**src/include/ima_defines.svh**
```systemverilog
// register map, field positions and reset values of the interrupt acceptance block
// assumes inclusion by the package and the design module only
`ifndef IMA_DEFINES_SVH
`define IMA_DEFINES_SVH

// word indexes on the avalon slave (byte address = index * 4)
`define IMA_REG_PEND_LO 4'h0
`define IMA_REG_PEND_HI 4'h1
`define IMA_REG_EN_LO 4'h2
`define IMA_REG_EN_HI 4'h3
`define IMA_REG_TC_LO 4'h4
`define IMA_REG_TC_HI 4'h5
`define IMA_REG_STAT 4'h6
`define IMA_REG_SAVED 4'h7

// control and status fields
`define IMA_ST_IRQ_DIS 0
`define IMA_ST_DBG_DIS 1
`define IMA_ST_EMU_EN 2
`define IMA_ST_IN_ISR 3
`define IMA_ST_RT_HALT 4
`define IMA_ST_VEC_LSB 8
`define IMA_SAVED_MODE_LSB 16

`define IMA_HALF_W 16
`define IMA_BERR_BIT 0
// global irq disable = 1, debug event disable = 1, emulation access = 0
`define IMA_MODE_RST 3'h6

`endif

```
**src/include/ima_pkg.sv**
```systemverilog
// types shared by the interrupt acceptance block
// assumes ima_defines.svh on the include path
package ima_pkg;
  `include "ima_defines.svh"

  typedef struct packed {
    logic global_irq_disable;
    logic debug_event_disable;
    logic emu_reg_access_enable;
  } ima_mode_t;

  typedef struct packed {
    logic [15:0] status;
    logic [23:0] pc;
  } ima_cpu_ctx_t;

  typedef struct packed {
    ima_mode_t mode;
    ima_cpu_ctx_t cpu;
  } ima_ctx_t;

  typedef enum logic [1:0] {
    ST_IDLE,
    ST_DRAIN,
    ST_ISR
  } ima_state_t;
endpackage

```
**src/verilog/ima_pick.sv**
```systemverilog
// fixed-priority picker: lowest set index wins
// assumes a purely combinational use inside one clock domain
module ima_pick #(
  parameter int N = 32,
  parameter int W = 5
) (
  input wire logic [N-1:0] i_req,
  output logic o_hit,
  output logic [W-1:0] o_idx
);
  always_comb begin
    o_hit = 1'b0;
    o_idx = '0;
    for (int k = N - 1; k >= 0; k--) begin
      if (i_req[k]) begin
        o_hit = 1'b1;
        o_idx = W'(k);
      end
    end
  end
endmodule

```
**src/verilog/ima_accept.sv**
```systemverilog
// maskable interrupt acceptance: pending, enable, time-critical registers,
// acceptance sequencing towards the cpu, context save and restore
// assumes cpu sequencer signals on i_clk_sys; request pins are asynchronous
//
// How it works
// - a detected request sets and latches its pending flag
// - pending stays set until acknowledged, cleared by software, or reset
// - each interrupt owns one enable bit in the low or high enable register
// - standard flow acknowledges only interrupts whose enable bit is 1
// - standard flow acknowledges only while global disable reads 0
// - each interrupt owns one time-critical bit in the low or high register
// - in real-time halt only time-critical interrupts are taken, separate flow
// - acknowledge hands the vector to the cpu to branch to the routine
// - branch lets decoded instructions finish and flushes younger ones
// - branch clears the acknowledged pending flag
// - branch saves mode and status of the interrupted program
// - branch sets global disable and debug disable, clears emulation access
// - return from interrupt restores the saved values
// - a request not enabled is ignored and the program runs on
// - after the routine the program resumes where it was interrupted
// - bus errors from system or cpu raise the bus error interrupt
module ima_accept #(
  parameter int N_IRQ = 25
) (
  input wire logic i_clk_sys,
  input wire logic i_sys_rst,
  input wire logic [N_IRQ-1:0] i_irq_req,
  input wire logic i_sys_bus_err,
  input wire logic i_cpu_bus_err,
  input wire logic i_rt_halt,
  input wire logic i_pipe_drained,
  input wire logic i_rti,
  input wire ima_pkg::ima_cpu_ctx_t i_ctx,
  input wire logic [5:0] i_av_address,
  input wire logic i_av_read,
  input wire logic i_av_write,
  input wire logic [31:0] i_av_writedata,
  input wire logic [3:0] i_av_byteenable,
  output logic [31:0] o_av_readdata,
  output logic o_av_waitrequest,
  output logic o_flush_req,
  output logic o_vector_valid,
  output logic [4:0] o_vector_num,
  output logic o_resume_valid,
  output ima_pkg::ima_cpu_ctx_t o_restore_ctx,
  output logic o_global_irq_disable,
  output logic o_debug_event_disable,
  output logic o_emu_reg_access_enable
);
  localparam logic [31:0] IRQ_MASK = {{(32 - N_IRQ){1'b0}}, {N_IRQ{1'b1}}};

  logic [N_IRQ-1:0] sync1_r;
  logic [N_IRQ-1:0] sync2_r;
  logic [N_IRQ-1:0] prev_r;
  logic [31:0] pend_r;
  logic [31:0] en_r;
  logic [31:0] tc_r;
  logic [31:0] set_vec;
  logic [31:0] clr_vec;
  logic [31:0] elig;
  logic [31:0] en_nxt;
  logic [31:0] tc_nxt;
  ima_pkg::ima_mode_t mode_r;
  ima_pkg::ima_mode_t mode_nxt;
  ima_pkg::ima_ctx_t ctx_r;
  ima_pkg::ima_state_t st_r;
  logic [4:0] idx_r;
  logic [4:0] pick_idx;
  logic pick_hit;
  logic pick_go;
  logic ack_go;
  logic rti_go;
  logic waitreq_r;
  logic [31:0] rdata_r;
  logic [31:0] rd_val;
  logic wr_go;
  logic [3:0] widx;
  logic [15:0] lanes;
  logic flush_r;
  logic vec_valid_r;
  logic resume_r;
  ima_pkg::ima_cpu_ctx_t restore_r;

  // byte lanes of a 16-bit register
  function automatic logic [15:0] lane16(input logic [1:0] be);
    return {{8{be[1]}}, {8{be[0]}}};
  endfunction

  // merge write data into a 16-bit half under its lanes
  function automatic logic [15:0] merge16(input logic [15:0] old, input logic [15:0] wd,
                                          input logic [1:0] be);
    return (old & ~lane16(be)) | (wd & lane16(be));
  endfunction

  // ---------------- avalon slave ----------------
  assign widx = i_av_address[5:2];
  assign wr_go = i_av_write && !waitreq_r;
  assign lanes = lane16(i_av_byteenable[1:0]);

  // one wait cycle for every request, then one cycle with waitrequest low
  always_ff @(posedge i_clk_sys) begin
    if (i_sys_rst) begin
      waitreq_r <= 1'b1;
    end else if (waitreq_r && (i_av_read || i_av_write)) begin
      waitreq_r <= 1'b0;
    end else begin
      waitreq_r <= 1'b1;
    end
  end

  always_comb begin
    rd_val = 32'h0000_0000;
    case (widx)
      `IMA_REG_PEND_LO: rd_val[15:0] = pend_r[15:0];
      `IMA_REG_PEND_HI: rd_val[15:0] = pend_r[31:16];
      `IMA_REG_EN_LO: rd_val[15:0] = en_r[15:0];
      `IMA_REG_EN_HI: rd_val[15:0] = en_r[31:16];
      `IMA_REG_TC_LO: rd_val[15:0] = tc_r[15:0];
      `IMA_REG_TC_HI: rd_val[15:0] = tc_r[31:16];
      `IMA_REG_STAT: begin
        rd_val[`IMA_ST_IRQ_DIS] = mode_r.global_irq_disable;
        rd_val[`IMA_ST_DBG_DIS] = mode_r.debug_event_disable;
        rd_val[`IMA_ST_EMU_EN] = mode_r.emu_reg_access_enable;
        rd_val[`IMA_ST_IN_ISR] = (st_r == ima_pkg::ST_ISR);
        rd_val[`IMA_ST_RT_HALT] = i_rt_halt;
        rd_val[`IMA_ST_VEC_LSB +: 5] = idx_r;
      end
      `IMA_REG_SAVED: begin
        rd_val[15:0] = ctx_r.cpu.status;
        rd_val[`IMA_SAVED_MODE_LSB +: 3] = ctx_r.mode;
      end
      default: rd_val = 32'h0000_0000;
    endcase
  end

  always_ff @(posedge i_clk_sys) begin
    if (i_sys_rst) begin
      rdata_r <= 32'h0000_0000;
    end else if (waitreq_r && i_av_read) begin
      rdata_r <= rd_val;
    end
  end

  // ---------------- request capture ----------------
  // pins pass two flops before the edge detector looks at them
  always_ff @(posedge i_clk_sys) begin
    if (i_sys_rst) begin
      sync1_r <= '0;
      sync2_r <= '0;
      prev_r <= '0;
    end else begin
      sync1_r <= i_irq_req;
      sync2_r <= sync1_r;
      prev_r <= sync2_r;
    end
  end

  always_comb begin
    set_vec = {{(32 - N_IRQ){1'b0}}, sync2_r & ~prev_r};
    set_vec[`IMA_BERR_BIT] = set_vec[`IMA_BERR_BIT] | i_sys_bus_err | i_cpu_bus_err;
    clr_vec = 32'h0000_0000;
    if (wr_go && widx == `IMA_REG_PEND_LO) begin
      clr_vec[15:0] = i_av_writedata[15:0] & lanes;
    end
    if (wr_go && widx == `IMA_REG_PEND_HI) begin
      clr_vec[31:16] = i_av_writedata[15:0] & lanes;
    end
    if (ack_go) begin
      clr_vec = clr_vec | (32'h0000_0001 << idx_r);
    end
  end

  // a new request in the clearing cycle wins over the clear
  always_ff @(posedge i_clk_sys) begin
    if (i_sys_rst) begin
      pend_r <= 32'h0000_0000;
    end else begin
      pend_r <= ((pend_r & ~clr_vec) | set_vec) & IRQ_MASK;
    end
  end

  // ---------------- enable and time-critical registers ----------------
  always_comb begin
    en_nxt = en_r;
    tc_nxt = tc_r;
    if (wr_go) begin
      case (widx)
        `IMA_REG_EN_LO: en_nxt[15:0] = merge16(en_r[15:0], i_av_writedata[15:0],
                                               i_av_byteenable[1:0]);
        `IMA_REG_EN_HI: en_nxt[31:16] = merge16(en_r[31:16], i_av_writedata[15:0],
                                                i_av_byteenable[1:0]);
        `IMA_REG_TC_LO: tc_nxt[15:0] = merge16(tc_r[15:0], i_av_writedata[15:0],
                                               i_av_byteenable[1:0]);
        `IMA_REG_TC_HI: tc_nxt[31:16] = merge16(tc_r[31:16], i_av_writedata[15:0],
                                                i_av_byteenable[1:0]);
        default: begin
          en_nxt = en_r;
          tc_nxt = tc_r;
        end
      endcase
    end
  end

  always_ff @(posedge i_clk_sys) begin
    if (i_sys_rst) begin
      en_r <= 32'h0000_0000;
      tc_r <= 32'h0000_0000;
    end else begin
      en_r <= en_nxt & IRQ_MASK;
      tc_r <= tc_nxt & IRQ_MASK;
    end
  end

  // ---------------- acceptance ----------------
  always_comb begin
    if (i_rt_halt) begin
      elig = pend_r & en_r & tc_r;
    end else if (mode_r.global_irq_disable) begin
      elig = 32'h0000_0000;
    end else begin
      elig = pend_r & en_r;
    end
  end

  ima_pick #(
    .N(32),
    .W(5)
  ) u_ima_pick (
    .i_req(elig),
    .o_hit(pick_hit),
    .o_idx(pick_idx)
  );

  assign pick_go = (st_r == ima_pkg::ST_IDLE) && pick_hit;
  assign ack_go = (st_r == ima_pkg::ST_DRAIN) && i_pipe_drained;
  assign rti_go = (st_r == ima_pkg::ST_ISR) && i_rti;

  always_ff @(posedge i_clk_sys) begin
    if (i_sys_rst) begin
      st_r <= ima_pkg::ST_IDLE;
      idx_r <= 5'h00;
    end else begin
      case (st_r)
        ima_pkg::ST_IDLE: begin
          if (pick_go) begin
            st_r <= ima_pkg::ST_DRAIN;
            idx_r <= pick_idx;
          end
        end
        ima_pkg::ST_DRAIN: begin
          if (ack_go) begin
            st_r <= ima_pkg::ST_ISR;
          end
        end
        ima_pkg::ST_ISR: begin
          if (rti_go) begin
            st_r <= ima_pkg::ST_IDLE;
          end
        end
        default: st_r <= ima_pkg::ST_IDLE;
      endcase
    end
  end

  // flush request stands from selection until the pipeline reports drained
  always_ff @(posedge i_clk_sys) begin
    if (i_sys_rst) begin
      flush_r <= 1'b0;
    end else begin
      flush_r <= pick_go || (flush_r && !ack_go);
    end
  end

  always_ff @(posedge i_clk_sys) begin
    if (i_sys_rst) begin
      vec_valid_r <= 1'b0;
    end else begin
      vec_valid_r <= ack_go;
    end
  end

  // ---------------- context ----------------
  always_ff @(posedge i_clk_sys) begin
    if (i_sys_rst) begin
      ctx_r <= '0;
    end else if (ack_go) begin
      ctx_r <= {mode_r, i_ctx};
    end
  end

  always_comb begin
    mode_nxt = mode_r;
    if (wr_go && widx == `IMA_REG_STAT && i_av_byteenable[0]) begin
      mode_nxt.global_irq_disable = i_av_writedata[`IMA_ST_IRQ_DIS];
      mode_nxt.debug_event_disable = i_av_writedata[`IMA_ST_DBG_DIS];
      mode_nxt.emu_reg_access_enable = i_av_writedata[`IMA_ST_EMU_EN];
    end
    if (rti_go) begin
      mode_nxt = ctx_r.mode;
    end
    if (ack_go) begin
      mode_nxt.global_irq_disable = 1'b1;
      mode_nxt.debug_event_disable = 1'b1;
      mode_nxt.emu_reg_access_enable = 1'b0;
    end
  end

  always_ff @(posedge i_clk_sys) begin
    if (i_sys_rst) begin
      mode_r <= `IMA_MODE_RST;
    end else begin
      mode_r <= mode_nxt;
    end
  end

  always_ff @(posedge i_clk_sys) begin
    if (i_sys_rst) begin
      resume_r <= 1'b0;
      restore_r <= '0;
    end else begin
      resume_r <= rti_go;
      if (rti_go) begin
        restore_r <= ctx_r.cpu;
      end
    end
  end

  assign o_av_readdata = rdata_r;
  assign o_av_waitrequest = waitreq_r;
  assign o_flush_req = flush_r;
  assign o_vector_valid = vec_valid_r;
  assign o_vector_num = idx_r;
  assign o_resume_valid = resume_r;
  assign o_restore_ctx = restore_r;
  assign o_global_irq_disable = mode_r.global_irq_disable;
  assign o_debug_event_disable = mode_r.debug_event_disable;
  assign o_emu_reg_access_enable = mode_r.emu_reg_access_enable;
endmodule

```
**config.mk**
```make
export PLATFORM = sky130hd
export DESIGN_NAME = ima_accept
export DESIGN_NICKNAME = d
export VERILOG_FILES = /design/src/include/ima_pkg.sv /design/src/verilog/ima_pick.sv /design/src/verilog/ima_accept.sv
export VERILOG_INCLUDE_DIRS = /design/src /design/src/include
export SDC_FILE = /design/constraint.sdc
export NUM_CORES = 1
export LEC_CHECK = 0
export CAP_MARGIN = 20
export CELL_PAD_IN_SITES_DETAIL_PLACEMENT = 1
export CELL_PAD_IN_SITES_GLOBAL_PLACEMENT = 1
export CORE_UTILIZATION = 43
export DETAILED_ROUTE_END_ITERATION = 6
export DONT_BUFFER_PORTS = 1
export HOLD_SLACK_MARGIN = 0.06
export PLACE_DENSITY_LB_ADDON = 0.1
export SETUP_SLACK_MARGIN = 0.02
export SLEW_MARGIN = 0
export SYNTH_ARGS = -nofsm -noshare
export SYNTH_HDL_FRONTEND = slang
export SYNTH_SLANG_ARGS = --single-unit
```
**constraint.sdc**
```tcl
create_clock -name i_clk_sys -period 1.9 [get_ports i_clk_sys]
set_input_delay 0 -clock i_clk_sys [delete_from_list [all_inputs] [get_ports i_clk_sys]]
set_output_delay 0 -clock i_clk_sys [all_outputs]
set_load 0.03 [all_outputs]
```
Word-level counts from Yosys, hierarchy flattened
Cells that the tools add are included.
{"block": "word_totals", "ff_bits": 280, "in_bits": 116, "output_inout_bits": 84, "word_cells": 166}
{"block": "op_classes", "eq_ne": 12, "n_shift": 1, "muxes": 81, "bitwise_logic": 20, "reduce_logical": 25}
{"cell": "$mux W5", "n": 32}
{"cell": "$and A16 B16 Y16", "n": 5}
{"cell": "$pmux W5 S8", "n": 2}
{"cell": "$mux W32", "n": 2}
{"cell": "$or A16 B16 Y16", "n": 4}
{"cell": "$and A25 B25 Y25", "n": 2}
{"cell": "$not A25 Y25", "n": 2}
{"cell": "$or A25 B25 Y25", "n": 2}
{"cell": "$pmux W3 S7", "n": 2}
{"cell": "$mux W1", "n": 33}
{"cell": "$and A25 B32 Y32", "n": 1}
{"cell": "$and A32 B32 Y32", "n": 1}
{"cell": "$mux W25", "n": 1}
{"cell": "$shl A1 B5 Y25 const A", "n": 1}
{"cell": "$eq A4 B3 Y1 const B", "n": 4}
{"cell": "$mux W16", "n": 1}
{"cell": "$not A16 Y16", "n": 1}
{"cell": "$logic_and A1 B1 Y1", "n": 11}
{"cell": "$reduce_and A2 Y1", "n": 5}
{"cell": "$mux W3", "n": 3}
{"cell": "$mux W9", "n": 1}
{"cell": "$eq A4 B2 Y1 const B", "n": 2}
{"cell": "$mux W2", "n": 3}
{"cell": "$ne A2 B2 Y1 const B", "n": 3}
{"cell": "12 further kinds", "n": 15}

Longest topological paths before layout
Gate-level depths: netlist of run 1.
{"block": "depth", "depth_word": 38, "ltp_mapped": 10, "depth_no_buf": 7}

Hierarchy
From an unflattened synthesis of run 1, not the netlist that was laid out.
{"block": "unflattened", "hier_cells": 1258, "area_unflattened_um2": 10716.5}
{"mod": "ima_accept", "n_inst": 1, "cells_per_inst": 1193, "area_each_um2": 10346.2, "seq_area_each_um2": 5325.1}
{"mod": "ima_pick", "n_inst": 1, "cells_per_inst": 65, "area_each_um2": 370.4, "seq_area_each_um2": 0.0}

Least setup slack after synthesis of run 1
OpenSTA, ideal clock, no wires.
{"block": "synth_timing", "path_type": "register to register", "startpoint": "register mode_r (netlist bit o_global_irq_disable)", "endpoint": "register idx_r[3], in the netlist o_vector_num[3]", "setup_ps": 116, "arrival_ps": 2191, "required_time_ps": 1784, "path_slack_ps": -406, "stages_incl_launch_ff": 9, "n_path_buf": 1, "period_less_slack_ps": 2306, "cell_sequence": "dfxtp_1 -> nand2b_4 -> buf_6 -> o2111ai_1 -> nor4b_4 -> or4b_4 -> o21ai_4 -> a311oi_1 -> a31o_1"}
{"block": "synth_via", "elab_chain_cells": 36, "elab_cells_between_ends": 68, "cone_classes": "66 x mux; 2 x reduce/logical"}
{"item": "start: declaration", "line": "ima_accept.sv:63", "text": "ima_pkg::ima_mode_t mode_r;"}
{"item": "start signal: assignment", "line": "ima_accept.sv:310", "text": "mode_r <= `IMA_MODE_RST;"}
{"item": "start signal: assignment", "line": "ima_accept.sv:312", "text": "mode_r <= mode_nxt;"}
{"item": "$mux W32 *", "line": "ima_accept.sv:218", "text": "end else if (mode_r.global_irq_disable) begin"}
{"item": "$mux W32 *", "line": "ima_accept.sv:216", "text": "if (i_rt_halt) begin"}
{"item": "$mux W1 (32 in a row)", "line": "ima_pick.sv:15", "text": "if (i_req[k]) begin"}
{"item": "$logic_and A1 B1 Y1", "line": "ima_accept.sv:234", "text": "assign pick_go = (st_r == ima_pkg::ST_IDLE) && pick_hit;"}
{"item": "$reduce_and A2 Y1 (no source line)"}
{"item": "end signal: assignment", "line": "ima_accept.sv:247", "text": "idx_r <= pick_idx;"}
{"item": "end: declaration", "line": "ima_accept.sv:67", "text": "logic [4:0] idx_r;"}
Mark *: on every way between the ends. The rest lies on a longest branch, timed or not.
A chain may end at the register's enable or synchronous reset.

Worst setup path after layout of run 1
{"block": "layout_timing", "startpoint": "register mode_r (netlist bit o_global_irq_disable)", "endpoint": "register st_r[0]"}
{"block": "layout_via", "elab_chain_cells": 37}
{"item": "$mux W32 *", "line": "ima_accept.sv:218"}
{"item": "$mux W32 *", "line": "ima_accept.sv:216"}
{"item": "$mux W1 (31 in a row)", "line": "ima_pick.sv:15"}
{"item": "$mux W1 *", "line": "ima_pick.sv:15"}
{"item": "$logic_and A1 B1 Y1 *", "line": "ima_accept.sv:234"}
{"item": "$ne A2 B2 Y1 (no source line) *"}
{"item": "$reduce_and A3 Y1 (no source line) *"}
{"item": "end signal: assignment", "line": "ima_accept.sv:240", "text": "st_r <= ima_pkg::ST_IDLE;"}
{"item": "end signal: assignment", "line": "ima_accept.sv:246", "text": "st_r <= ima_pkg::ST_DRAIN;"}
{"item": "end signal: assignment", "line": "ima_accept.sv:252", "text": "st_r <= ima_pkg::ST_ISR;"}
{"item": "end: declaration", "line": "ima_accept.sv:66", "text": "ima_pkg::ima_state_t st_r;"}
Marks and branches as above.

==> reports/results.md, run 1 <==
| Result | Reported |
| --- | --- |
| Status | finished, violations left |
| Violated checks | hold timing, setup timing |
| Synthesized-area fraction occupied by ao, oa, aoi and oai cells | 16.6% |
| Area share of xor/xnor cells in the synthesized design | 0% |
| HPWL Detailed | 24200 um |
| Most common cell in the netlist | dfxtp_1 |
| Worst-case hold slack | -431 ps |
| Portion of synthesized cell area occupied by the leading cell type | 51.2% |
| Total standard cell area after synthesis | 0.0104 mm2 |
| Total of warnings raised by yosys | 0 |
| Final worst path period share | 112% |
| Die footprint | 0.0248 mm2 |
| Fraction of the yosys area taken by sequential cells | 51.2% |
| Cell type with the largest total area after synthesis | dfxtp_1 |
| Combinational family with the most area after synthesis | simple AND/OR/NAND/NOR gates |
| Static leakage power | 5.65 nW |
| Worst Max-Slew Pin Slew | 567 ps |
| Fmax | 472 MHz |
| Arrival time of data at the critical path endpoint | 2530 ps |
| Number of DRC violations after detailed-routing iteration 0 | 614 |
| Adder and majority gate portion of the synthesized area | 0% |
| Synthesis-to-finish area growth | 33.6% |
| Wire length of the first global-routing pass | 56000 um |
| Final setup violation count | 7 |
| Drc violations | 0 |
| Horiz. Die Dim | 157 um |
| Largest buffer count on any clock path | 3 |
| Number of distinct library cells after synthesis | 63 |
| Min-Delay Path Class | in2reg |
| Total global-route track usage | 29.9% |
| Final non-filler cell area | 0.0139 mm2 |
| Core ar. | 0.0236 mm2 |
| Count of endpoints failing hold in the final timing report | 146 |
| Max-slew violation count | 0 |
| Post-layout min period | 2120 ps |
| Routed len/inst | 21.7 um |
| Post-DR vias/cell | 5.53 |
| Relative slew slack | 62.2% |
| Routed vias | 9538 |
| Peak fanout along the critical path | 7 |
| Flip-flop and latch count after synthesis | 266 |
| Unrepaired setup endpoints after global routing | yes |
| Number of maximum-capacitance constraint violations | 0 |
| Initial Utilization | 44.0% |
| Maximum resistive drop on vdd | 694 uV |
| Routability-driven placement congestion ratio | 0.957 |
| FFs w/ async S/R, synth | 0% |
| Antenna-violating nets left | 0 |
| Root buffer selected by CTS | clkbuf_16 |
| Number of top-level pins | 200 |
| Inserted Clock Buffers | 29 |
| Clock tree from TritonCTS | built |
| Placed standard-cell area | 0.0115 mm2 |
| Top cell types by occurrence after synthesis | dfxtp_1 (266), nand2_1 (236), a21oi_1 (107), nor2b_1 (107), nor2_1 (96) |
| Number of global-route vias before repair | 9748 |
| Worst Setup Slack, final | -219 ps |
| Antenna violations before repair | 4 |
| Clock transition at the registers of the reported paths | 60 ps |
| Detailed-route wire length | 37400 um |
| Filler-free cell count of the finished design | 1726 |
| Clock skew after layout | 14.3 ps |
| Post-Synthesis Cells | 1160 |
| Total of buffers placed on input and output ports | 0 |
| Multiplexer share of the synthesized area | 5.12% |
| Synth Area in Simple Gates | 23.1% |
| Maximum level of the CTS H-tree | 1 |
| CP startpoint kind | register |
| Nets | 1502 |
| Most used flip-flop cell after synthesis | dfxtp_1 |
| Maximum number of pins on one net before global-route repair | 235 |
| Count of flip-flops with a built-in enable after synthesis | 0 |
| Filler cells | 2698 |
| Pwr Density | 863 mW/mm2 |
| Fraction of final layout cells sized beyond drive strength 1 | 15.2% |
| Latest clock arrival within the worst-skew pair | 550 ps |
| Rows | 56 |
| Critical path start-end classification | reg2reg |
| Drt first pass iters | 6 |
| Die height | 157 um |
| Overflow left after global routing | 0 |
| Worst Path Required | 2310 ps |
| Crit. End Element | register |
| Clock Sinks | 266 |
| Largest cells by area after synthesis | dfxtp_1 (51%), nand2_1 (8.5%), nor2b_1 (6.4%) |
| Mean cell area of the mapped netlist | 8.96 um2 |
| Instance count after placement with tap cells included | 1539 |
-- through the flow --
step           TNS, ps  util [%]  hold slack (ps)  power (W)  setup slack [ps]
6_report         -1420      58.8             -431     0.0120              -219
2_1_floorplan     -476         -             79.1    0.00622              -166
3_3_place_gp     -1100      48.6             86.8    0.00630              -225
3_5_place_dp     -1320      48.6             87.4    0.00631              -236
5_1_grt          -1830      58.8             -456     0.0124              -284
4_1_cts          -1350      57.8             -483     0.0120              -198
-- path summary, 6_finish.rpt --
check	cells past startpoint	to	from	slack [ps]
worst max register to register	9	st_r[0]	o_global_irq_disable	-220
worst max-delay path	9	st_r[0]	o_global_irq_disable	-220
worst min-delay path	1	register	i_sys_rst	-430
worst min register to register	2	o_restore_ctx[14]	ctx_r[14]	450
-- layout by cell type (no fill, tap or decap), types with 5 or more instances in the layout --
cell,Yosys,layout
clkbuf_8,0,6
conb_1,1,13
a21oi_1,107,105
nor3_1,7,6
nand2_1,236,234
nor2b_1,107,105
a222oi_1,5,5
mux2i_1,52,51
a22o_1,10,10
o21ai_0,14,12
dlygate4sd3_1,0,128
buf_4,13,125
a311oi_1,5,5
a22oi_1,17,17
o2111ai_1,8,7
dfxtp_1,266,264
clkbuf_1,49,5
a221oi_1,14,13
clkinv_2,0,6
a41o_1,22,22
clkbuf_16,0,29
o2111a_1,12,11
nand3_1,27,27
nor2_1,96,96
and2_1,5,5
nand2b_1,9,8
-- layer usage --
layer	up-vias	global-route usage [%]	part of all wire, %
li1	4449	-	-
met3	87	6.83	6.9
met4	4	8.32	2.7
met2	330	49.2	47
met5	-	0	0.062
met1	4668	39.1	43
-- power breakdown --
| part | switching [W] | internal (W) |
|---|---|---|
| registers | 0.0000937 | 0.00569 |
| clock network | 0.00226 | 0.00328 |
| logic | 0.000329 | 0.000326 |
-- worst max-delay path, cell delays in order, from the launching register on --
cell and delay [ps]:
dfxtp_4 360, nand2b_4 100, buf_4 170, o2111a_1 140
o21bai_4 200, or4b_4 530, buf_4 160, buf_6 110
nor3_2 110, a2111oi_0 90
-- layout make-up --
type | count | area [um2] | share of cell area [%]
diodes | 2 | 5.00 | 0.0360
clock buffers | 40 | 827 | 5.96
clock inverters | 10 | 106 | 0.766
inverters | 5 | 21.3 | 0.153
multi-input cells | 822 | 4840 | 34.9
flip-flops and latches | 266 | 5330 | 38.4
well taps | 319 | 399 | 2.87
repair buffers | 262 | 2350 | 17.0
-- what timing repair did --
| item | 4_1_cts | 5_1_grt |
|---|---|---|
| setup buffers | 2 | 3 |
| pin swaps | 7 | 1 |
| hold endpoints to repair | 265 | 147 |
| hold buffers | 118 | 12 |
| setup endpoints to repair | 7 | 27 |
| gates resized for setup | 13 | 19 |
-- kinds of logic (layout without fill, tap and decap cells) --
logic type / count (synthesis) / count (layout)
compound gates: 244 / 244
buf+inv: 84 / 317
flops: 266 / 266
mux: 53 / 53
other cells: 1 / 15
simple gates: 512 / 512
(Power assumes the default switching activity.)
==> run 2, diff against run 1 <==
CORE_UTILIZATION = 35   (was 43)
CTS_BUF_LIST = sky130_fd_sc_hd__clkbuf_4 sky130_fd_sc_hd__clkbuf_8   (was default)
==> run 2 against run 1 <==
Effect of this change: the run still ends with hold timing, setup timing left; clock skew rose by 5.8 ps; final cell count rose by 8.4%; wire length fell by 0.74%; worst hold slack got worse by 49 ps; clock power rose by 1%; critical path depth fell by 2; count of clock-buffer cells in the layout rose by 38; sequential cell count did not move; sequential share of layout area fell by 1.6 points; critical endpoint is now o_vector_num[3]; largest power group unchanged; highest routed layer is now met4.
==> reports/results.md, run 2 (same netlist as run 1, synthesis figures left out) <==
| Result | Reported |
| --- | --- |
| Status | finished, violations left |
| Violated checks | hold timing, setup timing |
| Routability-driven placement congestion ratio | 0.891 |
| Worst min-delay path endpoint | o_vector_num[2] |
| Rows | 62 |
| Relative slew slack | 59.3% |
| Setup slack on the worst flop-to-flop path | -210 ps |
| Final non-filler cell area | 0.0145 mm2 |
| Wire length of the first global-routing pass | 57100 um |
| Number of maximum-capacitance constraint violations | 0 |
| Flop pwr share | 47.8% |
| Routed length on met1 | 17200 um |
| Uppermost routed layer | met4 |
| Switch Pwr | 0.00276 W |
| Arrival time of data at the critical path endpoint | 2560 ps |
| Worst Path Required | 2350 ps |
| Fraction of final layout cells sized beyond drive strength 1 | 16.7% |
| Unrepaired setup endpoints after global routing | yes |
| Number of global-route vias before repair | 9817 |
| Inserted Clock Buffers | 47 |
| Number of top-level pins | 200 |
| Commonest non-fill, non-tap cells in the layout | dfxtp_1 (264), nand2_1 (235), dlygate4sd3_1 (180) |
| Clock transition at the registers of the reported paths | 60 ps |
| Overall Power | 0.0121 W |
| Post-layout min period | 2110 ps |
| Peak fanout along the critical path | 5 |
| HPWL Detailed | 24300 um |
| ANT cells | 0 |
| Worst Max-Slew Pin Slew | 610 ps |
| Final worst path period share | 111% |
| Clock tree from TritonCTS | built |
| Synthesis-to-finish area growth | 39.6% |
| CP startpoint kind | register |
| Met3 wire length | 2370 um |
| Min-Delay Path Depth | 1 |
| Antenna-violating nets left | 0 |
| Most common library cell in the layout ignoring fill and taps | dfxtp_1 |
| Overflow left after global routing | 0 |
| Initial Utilization | 35.9% |
| Maximum level of the CTS H-tree | 2 |
| Number of DRC violations after detailed-routing iteration 0 | 517 |
| Clock skew after layout | 20.1 ps |
| Fraction of power spent switching nets | 22.8% |
| Reg2reg end | o_vector_num[3] |
| Worst Setup Slack, final | -206 ps |
| Die footprint | 0.0304 mm2 |
| Fmax | 475 MHz |
| Drc violations | 0 |
| Total of buffers placed on input and output ports | 0 |
| Routed len/inst | 19.8 um |
| Latest clock arrival within the worst-skew pair | 550 ps |
| Critical path start-end classification | reg2reg |
| Post-DR vias/cell | 5.11 |
| Detailed-route wire length | 37100 um |
| Maximum resistive drop on vdd | 546 uV |
| Summed negative setup slack over all endpoints | -1100 ps |
| Worst-case hold slack | -479 ps |
| Placed standard-cell area | 0.0115 mm2 |
| Core ar. | 0.0289 mm2 |
| Drt first pass iters | 5 |
| Static leakage power | 5.99 nW |
| Clock Sinks | 266 |
| End-of-flow core utilization | 50.1% |
| Routed vias | 9563 |
| Root buffer selected by CTS | clkbuf_8 |
| Nets | 1569 |
| Crit. End Element | register |
| Maximum number of pins on one net before global-route repair | 235 |
| Antenna violations before repair | 0 |
| Final setup violation count | 7 |
| FF-to-FF path depth | 7 |
| Die height | 174 um |
| Count of endpoints failing hold in the final timing report | 150 |
| Proportion of power drawn by the clock network | 46.4% |
| Hold wc startpoint | i_sys_rst |
| Horiz. Die Dim | 174 um |
| Total global-route track usage | 24.3% |
| Largest buffer count on any clock path | 3 |
| Int Power | 0.00934 W |
| Gate power share | 5.8% |
| Met2 Wirelength | 16800 um |
| Pwr Density | 834 mW/mm2 |
| Min-Delay Path Class | in2reg |
| Max-slew violation count | 0 |
==> run 2: cell count changes in the layout (fill, tap and decap cells not counted), moves of 5 or more <==
cell / delta
clkbuf_8: +59
dlygate4sd3_1: +52
clkbuf_16: -29
clkbuf_4: +13
clkbuf_1: -5
==> run 2: layout make-up <==
type | instances | area, um2
Clock buffer | 78 | 992
Clock inverter | 5 | 27.5
Fill cell | 3305 | 14400
Inverter | 5 | 21.3
Multi-Input combinational cell | 824 | 4840
Sequential cell | 266 | 5330
Tap cell | 384 | 480
Timing Repair Buffer | 309 | 2810
==> run 2: repair_timing <==
item | in CTS | in global routing
cloned | 3 | 0
hold buffers | 162 | 20
endpoints found under the hold margin | 265 | 151
buffers inserted | 1 | 1
resized for setup | 16 | 12
pin swaps | 8 | 6
endpoints found under the setup margin | 7 | 17
==> run 2: power by group through the flow <==
stage                     clock, W  combinational, W  sequential (W)
after floorplan                  0          0.000338         0.00588
after global placement           0          0.000398         0.00590
after detailed placement         0          0.000402         0.00590
after CTS                  0.00576          0.000647         0.00578
after global routing       0.00605          0.000750         0.00579
final                      0.00562          0.000701         0.00578
==> run 2: worst max-delay path, stage by stage (launching register included) <==
cell and delay [ps]:
dfxtp_2 320, nand2b_4 130, and4_4 200, nor4b_4 320, or4b_4 550, o21ai_4 250, a311oi_1 70, a31o_1 180
==> run 2: worst max-delay path by stage <==
stage,end,depth (start not counted),startpoint
CTS,o_vector_num[3],7,o_global_irq_disable
finish,o_vector_num[3],7,register
global placement,o_vector_num[3],7,register
detailed placement,o_vector_num[3],7,register
global route,o_vector_num[3],7,register
floorplan,o_vector_num[3],8,o_global_irq_disable
==> run 2: layer usage <==
layer  track usage (%)  vias to the layer above
met2              38.8                      270
li1                  -                     4595
met5                 0                        -
met1              32.8                     4643
met4              6.51                        0
met3              5.27                       55
==> run 2: stage by stage <==
step,instances,worst slack [ps]
6_report,1871,-206
5_1_grt,1871,-254
4_1_cts,1850,-166
3_5_place_dp,1601,-276
3_3_place_gp,1601,-255
2_1_floorplan,1172,-166
